===== src/rtl/dbr_pkg.sv =====
// Purpose: shared constants and types for the burst and refresh command core
// Assumes: 100 MHz core clock, commands sampled on the rising edge
// Notes:   timing figures are plain defaults, not characterised values
package dbr_pkg;

  // ****************************************
  // clock and timing
  // ****************************************
  localparam int CLK_PERIOD_NS = 10;
  localparam int T_RFC_NS      = 160;
  localparam int T_CKE_NS      = 5;
  localparam int T_SR_REFI_NS  = 7800;
  // least times round up, the internal refresh interval rounds down
  localparam int T_RFC_CYC_I   = (T_RFC_NS + CLK_PERIOD_NS - 1) / CLK_PERIOD_NS;
  localparam int T_CKE_RAW     = (T_CKE_NS + CLK_PERIOD_NS - 1) / CLK_PERIOD_NS;
  localparam int T_CKE_CYC_I   = (T_CKE_RAW < 1) ? 1 : T_CKE_RAW;
  localparam int T_SR_REFI_I   = T_SR_REFI_NS / CLK_PERIOD_NS;

  localparam int TMR_W = 10;
  localparam logic [TMR_W-1:0] T_RFC_LOAD  = TMR_W'(T_RFC_CYC_I - 1);
  localparam logic [TMR_W-1:0] T_REFI_LOAD = TMR_W'(T_SR_REFI_I - 1);

  // ****************************************
  // widths and fields
  // ****************************************
  localparam int ADDR_W     = 14;
  localparam int COL_W      = 10;
  localparam int ROW_W      = 14;
  localparam int BANK_W     = 3;
  localparam int NUM_BANKS  = 8;
  localparam int DATA_W     = 16;
  localparam int FIFO_DEPTH = 8;
  localparam int BURST_BIT  = 12;
  localparam int AUTOPRE_BIT = 10;

  localparam logic [3:0] BEATS_CHOP = 4'h4;
  localparam logic [3:0] BEATS_FULL = 4'h8;
  localparam logic [ROW_W-1:0] ROW_RESET = 14'h0000;
  localparam logic [NUM_BANKS-1:0] BANKS_CLOSED = 8'h00;

  // {ras_n, cas_n, we_n}
  localparam logic [2:0] CMD_REF = 3'h1;
  localparam logic [2:0] CMD_PRE = 3'h2;
  localparam logic [2:0] CMD_ACT = 3'h3;
  localparam logic [2:0] CMD_WR  = 3'h4;
  localparam logic [2:0] CMD_RD  = 3'h5;

  typedef enum logic [1:0] {
    ST_IDLE = 2'b00,
    ST_REF  = 2'b01,
    ST_SR   = 2'b11,
    ST_SRX  = 2'b10
  } dbr_state_t;

endpackage : dbr_pkg


===== src/rtl/dbr_timer.sv =====
// Purpose: loadable down counter used for refresh cycle and retention timing
// Assumes: load wins over counting
// Notes:   done is high while the count sits at zero
`timescale 1ns/1ps
module dbr_timer #(
  parameter int W = 10
) (
  input  wire logic         clk_i,
  input  wire logic         reset_i,
  input  wire logic         ce_i,
  input  wire logic         load_i,
  input  wire logic [W-1:0] load_val_i,
  output logic              done_o
);
  logic [W-1:0] cnt_r;
  logic [W-1:0] cnt_nxt;

  always_comb begin
    cnt_nxt = cnt_r;
    if (load_i) begin
      cnt_nxt = load_val_i;
    end else if (cnt_r != '0) begin
      cnt_nxt = cnt_r - W'(1);
    end
  end

  always_ff @(posedge clk_i) begin
    if (reset_i) begin
      cnt_r <= '0;
    end else if (ce_i) begin
      cnt_r <= cnt_nxt;
    end
  end

  assign done_o = (cnt_r == '0);
endmodule : dbr_timer


===== src/rtl/dbr_fifo.sv =====
// Purpose: small write-data FIFO with valid/ready on both sides
// Assumes: single clock, synchronous reset
// Notes:   pointers carry one extra bit so full and empty are exact
`timescale 1ns/1ps
module dbr_fifo #(
  parameter int W     = 17,
  parameter int DEPTH = 8
) (
  input  wire logic         clk_i,
  input  wire logic         reset_i,
  input  wire logic         ce_i,
  input  wire logic         in_valid_i,
  output logic              in_ready_o,
  input  wire logic [W-1:0] in_data_i,
  output logic              out_valid_o,
  input  wire logic         out_ready_i,
  output logic [W-1:0]      out_data_o
);
  localparam int PW = $clog2(DEPTH);

  logic [W-1:0] mem_r [DEPTH];
  logic [PW:0]  wp_r;
  logic [PW:0]  rp_r;
  logic         push;
  logic         pop;

  assign out_valid_o = (wp_r != rp_r);
  assign in_ready_o  = !((wp_r[PW] != rp_r[PW]) && (wp_r[PW-1:0] == rp_r[PW-1:0]));
  assign push        = in_valid_i && in_ready_o;
  assign pop         = out_valid_o && out_ready_i;
  assign out_data_o  = mem_r[rp_r[PW-1:0]];

  always_ff @(posedge clk_i) begin
    if (reset_i) begin
      wp_r <= '0;
      rp_r <= '0;
    end else if (ce_i) begin
      if (push) begin
        wp_r <= wp_r + (PW+1)'(1);
      end
      if (pop) begin
        rp_r <= rp_r + (PW+1)'(1);
      end
    end
  end

  // storage needs no reset: a slot is only read after it was written
  always_ff @(posedge clk_i) begin
    if (ce_i && push) begin
      mem_r[wp_r[PW-1:0]] <= in_data_i;
    end
  end
endmodule : dbr_fifo


===== src/rtl/dbr_core.sv =====
// Purpose: command decode for burst length, refresh and self retention
// Assumes: command pins synchronous to clk_i; controller keeps its own timing
// Notes:   write data beats pass through an 8-deep FIFO toward the array
`timescale 1ns/1ps
module dbr_core
  import dbr_pkg::*;
(
  input  wire logic              clk_i,
  input  wire logic              reset_i,
  input  wire logic              ce_i,
  input  wire logic              cke_i,
  input  wire logic              cs_n_i,
  input  wire logic              ras_n_i,
  input  wire logic              cas_n_i,
  input  wire logic              we_n_i,
  input  wire logic [ADDR_W-1:0] addr_i,
  input  wire logic [BANK_W-1:0] ba_i,
  input  wire logic              mr1_dll_off_i,
  input  wire logic              wr_beat_valid_i,
  input  wire logic [DATA_W-1:0] wr_beat_data_i,
  input  wire logic              wr_timing_err_i,
  output logic                   wr_beat_ready_o,
  output logic                   mem_data_valid_o,
  input  wire logic              mem_data_ready_i,
  output logic [DATA_W-1:0]      mem_data_o,
  output logic                   mem_data_corrupt_o,
  output logic                   col_valid_o,
  output logic                   col_write_o,
  output logic [COL_W-1:0]       col_addr_o,
  output logic [BANK_W-1:0]      col_bank_o,
  output logic [3:0]             burst_beats_o,
  output logic                   auto_pre_o,
  output logic                   ref_active_o,
  output logic [ROW_W-1:0]       ref_row_o,
  output logic                   sr_refresh_o,
  output logic                   self_retention_o,
  output logic                   banks_idle_o,
  output logic                   dll_on_o,
  output logic                   dll_reset_o,
  output logic                   internal_clk_en_o
);

  // ****************************************
  // command decode
  // ****************************************
  logic [2:0] cmd3;
  logic       sel;
  logic       cke_q_r;
  logic       ref_cmd;
  logic       sre_cmd;
  logic       rw_cmd;
  logic       act_cmd;
  logic       pre_cmd;

  assign cmd3    = {ras_n_i, cas_n_i, we_n_i};
  assign sel     = !cs_n_i && cke_q_r;
  assign ref_cmd = sel && cke_i && (cmd3 == CMD_REF);
  assign sre_cmd = sel && !cke_i && (cmd3 == CMD_REF);
  assign rw_cmd  = sel && cke_i && ((cmd3 == CMD_RD) || (cmd3 == CMD_WR));
  assign act_cmd = sel && cke_i && (cmd3 == CMD_ACT);
  assign pre_cmd = sel && cke_i && (cmd3 == CMD_PRE);

  // ****************************************
  // state and counters
  // ****************************************
  dbr_state_t           state_r, state_nxt;
  logic [ROW_W-1:0]     row_r, row_nxt;
  logic [NUM_BANKS-1:0] open_r, open_nxt;
  logic                 col_valid_r, col_valid_nxt;
  logic                 col_write_r, col_write_nxt;
  logic [COL_W-1:0]     col_addr_r, col_addr_nxt;
  logic [BANK_W-1:0]    col_bank_r, col_bank_nxt;
  logic [3:0]           beats_r, beats_nxt;
  logic                 apre_r, apre_nxt;
  logic                 srref_r, srref_nxt;
  logic                 dll_on_r, dll_on_nxt;
  logic                 dll_rst_r, dll_rst_nxt;
  logic                 rfc_load;
  logic                 rfc_done;
  logic                 refi_load;
  logic                 refi_done;
  logic                 idle;

  assign idle = (state_r == ST_IDLE);

  always_comb begin
    state_nxt     = state_r;
    row_nxt       = row_r;
    open_nxt      = open_r;
    col_valid_nxt = 1'b0;
    col_write_nxt = col_write_r;
    col_addr_nxt  = col_addr_r;
    col_bank_nxt  = col_bank_r;
    beats_nxt     = beats_r;
    apre_nxt      = apre_r;
    srref_nxt     = 1'b0;
    dll_on_nxt    = dll_on_r;
    dll_rst_nxt   = 1'b0;
    rfc_load      = 1'b0;
    refi_load     = 1'b0;
    unique case (state_r)
      ST_IDLE: begin
        dll_on_nxt = !mr1_dll_off_i;
        if (ref_cmd) begin
          state_nxt = ST_REF;
          rfc_load  = 1'b1;
        end else if (sre_cmd) begin
          // refresh at once so the first one lands within tCKE, one cycle after entry
          state_nxt  = ST_SR;
          srref_nxt  = 1'b1;
          refi_load  = 1'b1;
          dll_on_nxt = 1'b0;
        end else if (rw_cmd) begin
          col_valid_nxt = 1'b1;
          col_write_nxt = (cmd3 == CMD_WR);
          col_addr_nxt  = addr_i[COL_W-1:0];
          col_bank_nxt  = ba_i;
          beats_nxt     = addr_i[BURST_BIT] ? BEATS_FULL : BEATS_CHOP;
          apre_nxt      = addr_i[AUTOPRE_BIT];
          if (addr_i[AUTOPRE_BIT]) begin
            open_nxt[ba_i] = 1'b0;
          end
        end else if (act_cmd) begin
          open_nxt[ba_i] = 1'b1;
        end else if (pre_cmd) begin
          if (addr_i[AUTOPRE_BIT]) begin
            open_nxt = BANKS_CLOSED;
          end else begin
            open_nxt[ba_i] = 1'b0;
          end
        end
      end
      ST_REF: begin
        // the pins are not looked at here; the row comes from row_r
        if (rfc_done) begin
          state_nxt = ST_IDLE;
          row_nxt   = row_r + ROW_W'(1);
          open_nxt  = BANKS_CLOSED;
        end
      end
      ST_SR: begin
        // only cke is watched; every other pin is ignored
        if (cke_i) begin
          state_nxt = ST_SRX;
        end else if (refi_done) begin
          srref_nxt = 1'b1;
          refi_load = 1'b1;
        end
        if (srref_r) begin
          row_nxt = row_r + ROW_W'(1);
        end
      end
      ST_SRX: begin
        state_nxt   = ST_IDLE;
        dll_on_nxt  = !mr1_dll_off_i;
        dll_rst_nxt = !mr1_dll_off_i;
        open_nxt    = BANKS_CLOSED;
      end
    endcase
  end

  always_ff @(posedge clk_i) begin
    if (reset_i) begin
      state_r     <= ST_IDLE;
      cke_q_r     <= 1'b0;
      row_r       <= ROW_RESET;
      open_r      <= BANKS_CLOSED;
      col_valid_r <= 1'b0;
      col_write_r <= 1'b0;
      col_addr_r  <= '0;
      col_bank_r  <= '0;
      beats_r     <= BEATS_FULL;
      apre_r      <= 1'b0;
      srref_r     <= 1'b0;
      dll_on_r    <= 1'b0;
      dll_rst_r   <= 1'b0;
    end else if (ce_i) begin
      state_r     <= state_nxt;
      cke_q_r     <= cke_i;
      row_r       <= row_nxt;
      open_r      <= open_nxt;
      col_valid_r <= col_valid_nxt;
      col_write_r <= col_write_nxt;
      col_addr_r  <= col_addr_nxt;
      col_bank_r  <= col_bank_nxt;
      beats_r     <= beats_nxt;
      apre_r      <= apre_nxt;
      srref_r     <= srref_nxt;
      dll_on_r    <= dll_on_nxt;
      dll_rst_r   <= dll_rst_nxt;
    end
  end

  dbr_timer #(.W(TMR_W)) u_rfc_tmr (
    .clk_i      (clk_i),
    .reset_i    (reset_i),
    .ce_i       (ce_i),
    .load_i     (rfc_load),
    .load_val_i (T_RFC_LOAD),
    .done_o     (rfc_done)
  );

  // internal retention timer keeps refreshing with no commands, counting clk_i cycles
  dbr_timer #(.W(TMR_W)) u_refi_tmr (
    .clk_i      (clk_i),
    .reset_i    (reset_i),
    .ce_i       (ce_i),
    .load_i     (refi_load),
    .load_val_i (T_REFI_LOAD),
    .done_o     (refi_done)
  );

  // ****************************************
  // write data path
  // ****************************************
  // a strobe fault only tags its own beat; nothing else in the core reacts
  logic [DATA_W:0] fifo_out;

  dbr_fifo #(.W(DATA_W + 1), .DEPTH(FIFO_DEPTH)) u_wr_fifo (
    .clk_i       (clk_i),
    .reset_i     (reset_i),
    .ce_i        (ce_i),
    .in_valid_i  (wr_beat_valid_i),
    .in_ready_o  (wr_beat_ready_o),
    .in_data_i   ({wr_timing_err_i, wr_beat_data_i}),
    .out_valid_o (mem_data_valid_o),
    .out_ready_i (mem_data_ready_i),
    .out_data_o  (fifo_out)
  );

  assign mem_data_o         = fifo_out[DATA_W-1:0];
  assign mem_data_corrupt_o = fifo_out[DATA_W];

  // ****************************************
  // outputs
  // ****************************************
  assign col_valid_o       = col_valid_r;
  assign col_write_o       = col_write_r;
  assign col_addr_o        = col_addr_r;
  assign col_bank_o        = col_bank_r;
  assign burst_beats_o     = beats_r;
  assign auto_pre_o        = apre_r;
  assign ref_active_o      = (state_r == ST_REF);
  assign ref_row_o         = row_r;
  assign sr_refresh_o      = srref_r;
  assign self_retention_o  = (state_r == ST_SR);
  assign banks_idle_o      = (open_r == BANKS_CLOSED);
  assign dll_on_o          = dll_on_r;
  assign dll_reset_o       = dll_rst_r;
  assign internal_clk_en_o = (state_r != ST_SR);

  // ****************************************
  // assertions
  // ****************************************
  localparam int SR_FIRST_MAX = T_CKE_CYC_I;
endmodule : dbr_core


===== config.mk =====
export PLATFORM = sky130hd
export DESIGN_NAME = dbr_core
export DESIGN_NICKNAME = d
export VERILOG_FILES = /design/src/rtl/dbr_pkg.sv /design/src/rtl/dbr_timer.sv /design/src/rtl/dbr_fifo.sv /design/src/rtl/dbr_core.sv
export SDC_FILE = /design/constraint.sdc
export NUM_CORES = 1
export LEC_CHECK = 0
export BUFFER_PORTS_ARGS = -buffer_cell sky130_fd_sc_hd__buf_2
export CAP_MARGIN = 0
export CORE_ASPECT_RATIO = 0.8
export CORE_MARGIN = 2
export CORE_UTILIZATION = 45
export CTS_BUF_LIST = sky130_fd_sc_hd__clkbuf_4 sky130_fd_sc_hd__clkbuf_8
export DETAILED_ROUTE_END_ITERATION = 8
export PLACE_DENSITY = 0.72
export SLEW_MARGIN = 0
export SYNTH_ARGS = -nofsm -noshare
export SYNTH_HDL_FRONTEND = slang
export SYNTH_HIERARCHICAL = 1
export SYNTH_SLANG_ARGS = --single-unit
export TNS_END_PERCENT = 1

===== constraint.sdc =====
create_clock -name clk_i -period 2.8 [get_ports clk_i]
set_input_delay 0.14 -clock clk_i [delete_from_list [all_inputs] [get_ports clk_i]]
set_output_delay 0.14 -clock clk_i [all_outputs]
set_load 0.1 [all_outputs]

Word level (Yosys, flattened, before mapping)
Memories as Yosys holds them, arrays and structs flattened. A register that Yosys moved wholly into a read port is not among the register bits.
Index checks and enable logic that the tools add are counted.
Word-level totals
  logic and storage cells: 131
  memories kept: 1
  input port bits: 45
  memory bits (writable): 136
  register bits after elaboration: 76
Operators by class
  reductions and logical operators: 38
  bitwise gates (word level): 5
  multiplexer cells: 43
  magnitude comparators: 2
  eq/ne operators: 20
  $add $sub $neg: 5
Memory list
  u_wr_fifo.mem_r: words 8, bits a word 17, read ports 1, clocked after Yosys merged registers in 1, write ports 1, RTL line dbr_fifo.sv:21  | logic [W-1:0] mem_r [DEPTH];
Operators by type and width (count)
  $mux 8: 8
  $mux 10: 4
  $mux 14: 2
  $pmux 14 s2: 1
  $pmux 8 s3: 1
  $logic_not 10->1: 2
  $reduce_bool 10->1: 2
  $sub 10x1->10 const B: 2
  $mux 1: 16
  $add 14x1->14 const B: 1
  $logic_and 1x1->1: 13
  $reduce_and 2->1: 5
  $add 4x1->4 const B: 2
  $and 8x8->8: 1
  $logic_not 8->1: 1
  $mux 2: 4
  $ne 2x2->1 const B: 4
  $not 8->8: 1
  $or 8x8->8: 1
  $pmux 2 s4: 1
  $reduce_and 4->1: 2
  $reduce_bool 2->1: 4
  $reduce_and 7->1: 1
  $eq 3x2->1 const B: 2
  other kinds (22): 32

Longest topological paths before layout
Gate-level depths: netlist of the first run.
  depth after elaboration: 13
  mapped depth: 12
  depth with buffers taken out: 10

By module
The synthesis of the first run kept the hierarchy.
Modules (own cells, without submodules)
  dbr_fifo: cells an instance 273, area each 5700.5 um2, instances 1
  dbr_core: cells an instance 272, area each 2193.4 um2, instances 1
  dbr_timer: cells an instance 90, area each 678.2 um2, instances 2

Worst setup path after synthesis of the first run
Ideal clock, no wire load.
  path type: register -> register
  start point: register u_wr_fifo.wp_r[3]
  end point: memory u_wr_fifo.mem_r[0][0], enable pin
  required time: 2.387 ns
  cell stages (with the launch flop): 6
  setup time: 0.413 ns
  arrival time: 2.447 ns
  slack: -0.060 ns
  clock period less this slack: 2.860 ns
  path buffers: 1
  cell sequence: dfxtp_1 > clkbuf_2 > xor2_1 > a41oi_1 > nand2_1 > nor3_1
Between the ends
  cells in the longest elaborated chain, start to end: 7
Ends and longest elaborated chain
  start: declaration: RTL line dbr_fifo.sv:22  | logic [PW:0] wp_r;
  start signal: assignment: RTL line dbr_fifo.sv:39  | wp_r <= wp_r + (PW+1)'(1);
  $ne 1x1->1: RTL line dbr_fifo.sv:28  | assign in_ready_o = !((wp_r[PW] != rp_r[PW]) && (wp_r[PW-1:0] == rp_r[PW-1:0]));
  $logic_and 1x1->1: RTL line dbr_fifo.sv:28
  $logic_not 1->1: RTL line dbr_fifo.sv:28
  $logic_and 1x1->1: RTL line dbr_fifo.sv:29  | assign push = in_valid_i && in_ready_o;
  $logic_and 1x1->1: RTL line dbr_fifo.sv:49  | if (ce_i && push) begin
  $mux 1: RTL line dbr_fifo.sv:49
  $mux 1 (implied by the code): RTL line dbr_fifo.sv:50  | mem_r[wp_r[PW-1:0]] <= in_data_i;
  end: declaration: RTL line dbr_fifo.sv:21
Every way passes these cells.

Worst setup path in the final report of the first run
  start point: register u_refi_tmr.cnt_r[0]
  end point: register u_refi_tmr.cnt_r[3]
Between the ends
  cells in the longest elaborated chain, start to end: 6
  elaborated cells between the ends (all ways): 10
  classes of those cells: 1 x add/sub; 5 x mux; 4 x reduce/logical
Ends and longest elaborated chain
  start: declaration: RTL line dbr_timer.sv:15  | logic [W-1:0] cnt_r;
  start signal: assignment: RTL line dbr_timer.sv:31  | cnt_r <= cnt_nxt;
  $logic_not 10->1 *: RTL line dbr_timer.sv:35  | assign done_o = (cnt_r == '0);
  named net refi_done: RTL line dbr_core.sv:81  | logic refi_done;
  $mux 1 *: RTL line dbr_core.sv:145  | end else if (refi_done) begin
  $mux 1 *: RTL line dbr_core.sv:143  | if (cke_i) begin
  $pmux 1 s2 *: RTL line dbr_core.sv:101  | unique case (state_r)
  named net refi_load: RTL line dbr_core.sv:80  | logic refi_load;
  $reduce_bool 2->1 (no source line)
  $reduce_and 2->1 (no source line)
Mark *: on every way through the listed nets, which the timed path passes. The rest lies on a longest branch. The select of a mux whose other input is x is not followed.
A chain may end at the register's enable or synchronous reset.

==> impl_metrics.toml, run 1 <==
[detailed_routing]
antenna_left = 0
wire_per_inst_um = 16.4
routed_wl_um = 19600
drc = 0
first_iter_violations = 341
drt_first_pass_iters = 4
vias_per_cell = 5.24
vias = 6259

[clock_tree]
clockRootBuffer = "clkbuf_8"
numCtsBuffers = 35
htreeDepth = 2
cts_sinks = 213
clkTransAtPathRegs_ps = 60
tritoncts = "built"
clock_latency_ps = 530
cts_max_path_buffers = 3

[min_path]
holdCritPathClass = "primary input to register"
hold_path_end = "col_valid_o"
hp-start = "ce_i"
whs_path_depth = 4

[placed_design]
post-place-ws_ps = 188
portBuffers = 100
hpwl_um = 11900
gp_congestion = 0.787
dp_cells = 1093

[sta]
timing.fmax_mhz = 389
fin_crit_sh_pct = 91.7
post-route-min-period_ps = 2570
hold-worst-slack_ps = 44.6
relSlewSlack_pct = 54.5
hold_violations = 0
maxSlewViolCount = 0
clock_skew_ps = 37.0
setup_ws_ps = 232
rsz0062_at_grt = "no"
worst_slew_pin_slew_ps = 683
finalSetupViolCount = 0

[pwr]
fin_total_pwr_mw = 8.41
p_leak_nw = 4.13
power.share.clock_pct = 34.5
switching_share_pct = 29.2
p_per_area_nw_per_um2 = 741
p_sw_mw = 2.45
power.internal_mw = 5.96
seqPwrFrac_pct = 43.3
peakVddDrop_v = 0.000476
power_frac_comb_pct = 22.3

[layout]
area_delta_synth_final_pct = 22.7
n_antenna_cell = 0
nFillCells = 1576
layout.cells.non_filler = 1195
nets = 958
drive_gt1_share_pct = 29.3

[global_route]
grt_usage_pct = 18.3
antenna_found_initial = 0
grt_overflow_total = 0
grt_pass1_vias = 6123
grt_pass1_wl_um = 31600
grt_max_degree = 38

[synth]
synth_mux_area_share_pct = 11.1
synthFlopType = "edfxtp_1"
synth_area_leader_cell = "edfxtp_1"
synth.top_cell.area_share_pct = 44.1
yosys-top-cells-area = "edfxtp_1 44%, dfxtp_1 17%, mux4_2 8.3%"
syn_area_per_cell_um2 = 12.8
synth_cells = 725
synth_top_family_by_area = "simple AND/OR/NAND/NOR gates"
yosys_warnings = 6
synth-xor-area-share_pct = 1.70
synth_compound_area_share_pct = 8.70
synth-simple-area-share_pct = 13.0
synth_edf_count = 136
async_reset_ff_share_pct = 0
yosys.area_share.adder_pct = 1.22
ys_seq_area_share_pct = 60.8
ys_ff_latch = 213
synth.distinct_cells = 66
syn-cell-area_um2 = 9250

[setup_path]
cp_num_buf_inv = 1
reg2reg_from = "u_refi_tmr/cnt_r[0]"
start_kind = "register"
cp_cell_sequence = "inv_1, ha_1, or4b_1, nor3_1, a22oi_1, nor3_2, o41a_1, o21ai_0, a32o_1"
cp.required_ps = 3210
r2r-end = "u_refi_tmr/cnt_r[3]"
slowest_stage = "or4b_1"
critPathArrivalTime_ps = 2980
crit_path_end_kind = "register"
rrSetupSlack_ps = 230
path_max_fanout = 7
crit_family = "simple AND/OR/NAND/NOR gates"
slowest_delay_ps = 500
reg2reg_depth = 9
worstSetupPathType = "register to register"

[die]
dieArea_um2 = 21700
core_um2 = 20000
fp.dieW_um = 164
initial_utilization_pct = 46.3
io_pins = 105
die-height_um = 132
rows = 46

[flow_run]
drv_cap = 0

[status]
status = "finished clean"
[power by group through the flow]
stage               Sequential, mW  Combinational, mW  Clock (mW)
floorplan                     3.68               1.47           0
global placement              3.70               1.79           0
detailed placement            3.70               1.83           0
CTS                           3.64               1.87        2.97
global route                  3.66               2.07        3.13
finish                        3.64               1.87        2.90
[worst min-delay path, cell delays in order]
cell and delay, ps:
buf_2 120, inv_1 110, nand2_1 80, a21oi_1 60
[metrics by stage]
stage                     TNS [ps]  utilization (%)  area [um2]
after floorplan               -518                -        9330
after global placement           0             51.1       10200
after detailed placement         0             51.1       10200
after CTS                        0             56.7       11300
after global routing             0             56.8       11400
final                            0             56.8       11400
[registers in the layout, indices dropped and copies added (netlist names), named ones only]
signal	flops
col_write_o	1
dll_reset_o	1
cke_q_r	1
ref_row_o	14
u_rfc_tmr/cnt_r	10
open_r	8
u_wr_fifo/wp_r	4
burst_beats_o	2
auto_pre_o	1
u_wr_fifo/mem_r	136
state_r	2
u_refi_tmr/cnt_r	10
dll_on_o	1
u_wr_fifo/rp_r	4
col_bank_o	3
sr_refresh_o	1
col_addr_o	10
col_valid_o	1
[per-layer routing]
| metal | up-vias | global-route usage, % | share of wire, % |
|---|---|---|---|
| li1 | 3078 | - | - |
| met4 | 0 | 5.17 | 1.2 |
| met2 | 160 | 28.9 | 47 |
| met1 | 3005 | 25.0 | 46 |
| met3 | 16 | 4.88 | 6.1 |
| met5 | - | 0 | 0 |
[Yosys cell counts (3+ instances only)]
library cell  instances
buf_6                 4
and4_1                3
o31ai_1               7
a41oi_1               3
xnor2_1              10
xor2_1                8
mux2_2               18
dfxtp_1              77
edfxtp_1            136
a22oi_1               3
buf_4                 3
nor3_1               13
a32o_1                4
nand2_1              70
nand3b_1              4
clkbuf_2              5
nor2_1               57
a31oi_1               7
o22ai_1               3
inv_1                23
and3_1                7
o21a_1                3
nand3_1              21
o21ai_0              17
clkbuf_1             26
mux4_2               34
a211oi_1              5
nor2b_1               5
a21oi_1              39
o41ai_1               4
nand4_1              10
buf_2                 6
mux2i_1               6
o211ai_1              5
or4_1                14
or3_1                 5
nand2b_1              9
ha_1                  9
a31o_2                4
[layout make-up]
type                    count  area, um2  area share (%)
inverters                  23       86.3           0.760
repair buffers            168       1120            9.84
clock buffers              56        689            6.07
clock inverters             8       83.8           0.738
multi-input cells         463       3420            30.1
flip-flops and latches    213       5630            49.6
well taps                 264        330            2.91
[logic make-up after synthesis]
logic type | Yosys count
buf+inv | 69
flops | 213
other cells | 2
compound gates | 121
simple gates | 235
xor+xnor | 18
mux | 58
fa+ha+maj | 9
[worst max path at each step]
stage                         from                    end  slack [ps]  cells past startpoint
3_3_place_gp    u_rfc_tmr/cnt_r[0]              open_r[5]         240                      9
5_1_grt        u_refi_tmr/cnt_r[0]    u_refi_tmr/cnt_r[3]           3                      9
2_1_floorplan    u_wr_fifo/wp_r[3]  u_wr_fifo/mem_r[4][0]         -30                      5
6_report       u_refi_tmr/cnt_r[0]    u_refi_tmr/cnt_r[3]         230                      9
4_1_cts         u_rfc_tmr/cnt_r[0]           ref_row_o[9]         170                      8
3_5_place_dp    u_rfc_tmr/cnt_r[0]          ref_row_o[13]         190                      9
[repair_timing]
action                                 in CTS  in global routing
setup buffers                               0                  2
setup endpoints to repair                   0                  8
hold buffers                               36                  0
endpoints found under the hold margin     160                  0
gates resized for setup                     0                  2
[layout by cell type, fill, tap and decap left out, drive strengths merged, types with 21 or more instances in the layout]
cell,count
dlygate4sd3,36
nor2,57
clkbuf,56
edfxtp,136
conb,22
inv,24
a21oi,39
mux4,34
nand2,71
o21ai,21
dfxtp,77
nand3,22
buf,132
Power figures use the tool's default switching activity.
==> run 2, diff against run 1 <==
Clock period 2.8 ns to 2.2 ns, I/O delays scaled along.
==> impl_metrics.toml, run 2 (synthesis gave the netlist of run 1 again) <==
[pwr]
fin_total_pwr_mw = 11.1
peakVddDrop_v = 0.000534
p_leak_nw = 4.38
p_per_area_nw_per_um2 = 934

[layout]
mostFrequentLayoutCells = "136 x edfxtp_1, 84 x buf_2, 75 x dfxtp_1"
drive_gt1_share_pct = 33.7
nFillCells = 1540
nets = 996
n_antenna_cell = 0
layout_commonest_cell = "edfxtp_1"
largest_reg_flops = 136
area_delta_synth_final_pct = 28.7
design_area_um2 = 11900

[detailed_routing]
routed_wl_um = 21700
antenna_left = 0
vias_per_cell = 5.43
vias = 6685
first_iter_violations = 323
wire_per_inst_um = 17.6
drc = 0
drt_first_pass_iters = 4

[global_route]
grt_pass1_vias = 6537
antenna_found_initial = 0
grt_usage_pct = 19.9
grt_overflow_total = 0
grt_max_degree = 37
gr-max-usage-layer = "met2"
met3_usage_pct = 4.34
grt_pass1_wl_um = 34100
grtUsageMet1_pct = 27.2
met2_usage_pct = 32.6

[status]
status = "finished, violations left"
violations = "setup timing"

[setup_path]
slowest_stage = "or4b_4"
crit_path_end_kind = "register"
crit_top_cell = "nor2_1"
path_max_fanout = 7
slowest_delay_ps = 480
worstSetupPathType = "register to register"
cp.required_ps = 2600
critPathArrivalTime_ps = 2650
start_kind = "register"
cp_num_buf_inv = 2
cp_cell_sequence = "inv_2, ha_4, or4b_4, nor3_4, a22oi_2, nor3_2, buf_4, nor2_1, a22oi_1, nor2_1, a32o_1"
crit_family = "simple AND/OR/NAND/NOR gates"

[die]
fp.dieW_um = 164
io_pins = 105
dieArea_um2 = 21700
die-height_um = 132
core_um2 = 20000
initial_utilization_pct = 46.3
rows = 46

[placed_design]
gp_congestion = 0.811
portBuffers = 100
post-place-ws_ps = -251
dpl_cell_area_um2 = 10600
hpwl_um = 13600

[sta]
setup_ws_ps = -54.5
rsz0062_at_grt = "yes"
timing.fmax_mhz = 444
fin_crit_sh_pct = 102
fin_setup_tns_ps = -237
clock_skew_ps = 17.2
maxSlewViolCount = 0
worst_slew_pin_slew_ps = 606
post-route-min-period_ps = 2250
relSlewSlack_pct = 59.1
hold_violations = 0
finalSetupViolCount = 11

[clock_tree]
cts_max_path_buffers = 3
clock_latency_ps = 510
tritoncts = "built"
clkTransAtPathRegs_ps = 60
htreeDepth = 2
cts_sinks = 213
numCtsBuffers = 35
clockRootBuffer = "clkbuf_8"

[flow_run]
drv_cap = 0

[min_path]
holdCritPathClass = "primary input to register"
-- run 2: cell count changes in the layout (fill, tap and decap cells not counted), sizes merged --
cell,delta
bufinv,-1
clkinvlp,+1
buf,+38
clkinv,+5
inv,-1
clkbuf,-7
-- run 2: stage by stage --
step                std cells  util, %  hold WS [ps]
floorplan                 745        -           206
CTS                      1229     59.0          81.5
global route             1230     59.6           115
detailed placement       1126     52.9           344
global placement         1126     52.9           331
finish                   1230     59.6           105
-- run 2: final timing paths --
check,start,end,slack [ps],depth (start not counted)
setup / recovery,u_refi_tmr/cnt_r[1],u_refi_tmr/cnt_r[2],-50,11
hold / removal,cas_n_i,open_r[7],110,5
setup reg to reg,u_refi_tmr/cnt_r[1],u_refi_tmr/cnt_r[2],-50,11
hold reg to reg,open_r[1],open_r[1],450,2
-- run 2: worst reg2reg max path, cell delays in order, from the launching register on --
cell and delay (ps):
dfxtp_2 320, inv_2 60, ha_4 130, or4b_4 480, nor3_4 180, a22oi_2 110, nor3_2 190, buf_4 200
nor2_1 50, a22oi_1 150, nor2_1 60, a32o_1 220
-- run 2: power by group --
group	internal (mW)	switching [mW]
sequential	4.45	0.127
combinational	1.58	1.74
clock	1.74	1.49
total	7.77	3.36
-- run 2: metal layers --
| metal | wire (um) | vias to the layer above |
|---|---|---|
| met5 | 0 | - |
| met1 | 9580 | 3296 |
| met3 | 1280 | 28 |
| li1 | - | 3157 |
| met2 | 10500 | 204 |
| met4 | 321 | 0 |
-- run 2: area by class of cell --
class,instances,area [um2],area share [%]
Multi-Input combinational cell,463,3570,30.0
Clock buffer,49,593,4.98
Inverter,23,86.3,0.725
Tap cell,264,330,2.77
Timing Repair Buffer,206,1640,13.8
Clock inverter,12,56.3,0.473
Sequential cell,213,5630,47.3
-- run 2: timing repair --
item,in CTS,in global routing
hold buffers,36,0
endpoints found under the hold margin,162,0
gates cloned,1,0
gates resized for setup,50,30
setup endpoints to repair,43,53
pin swaps,9,4
setup buffers,5,1
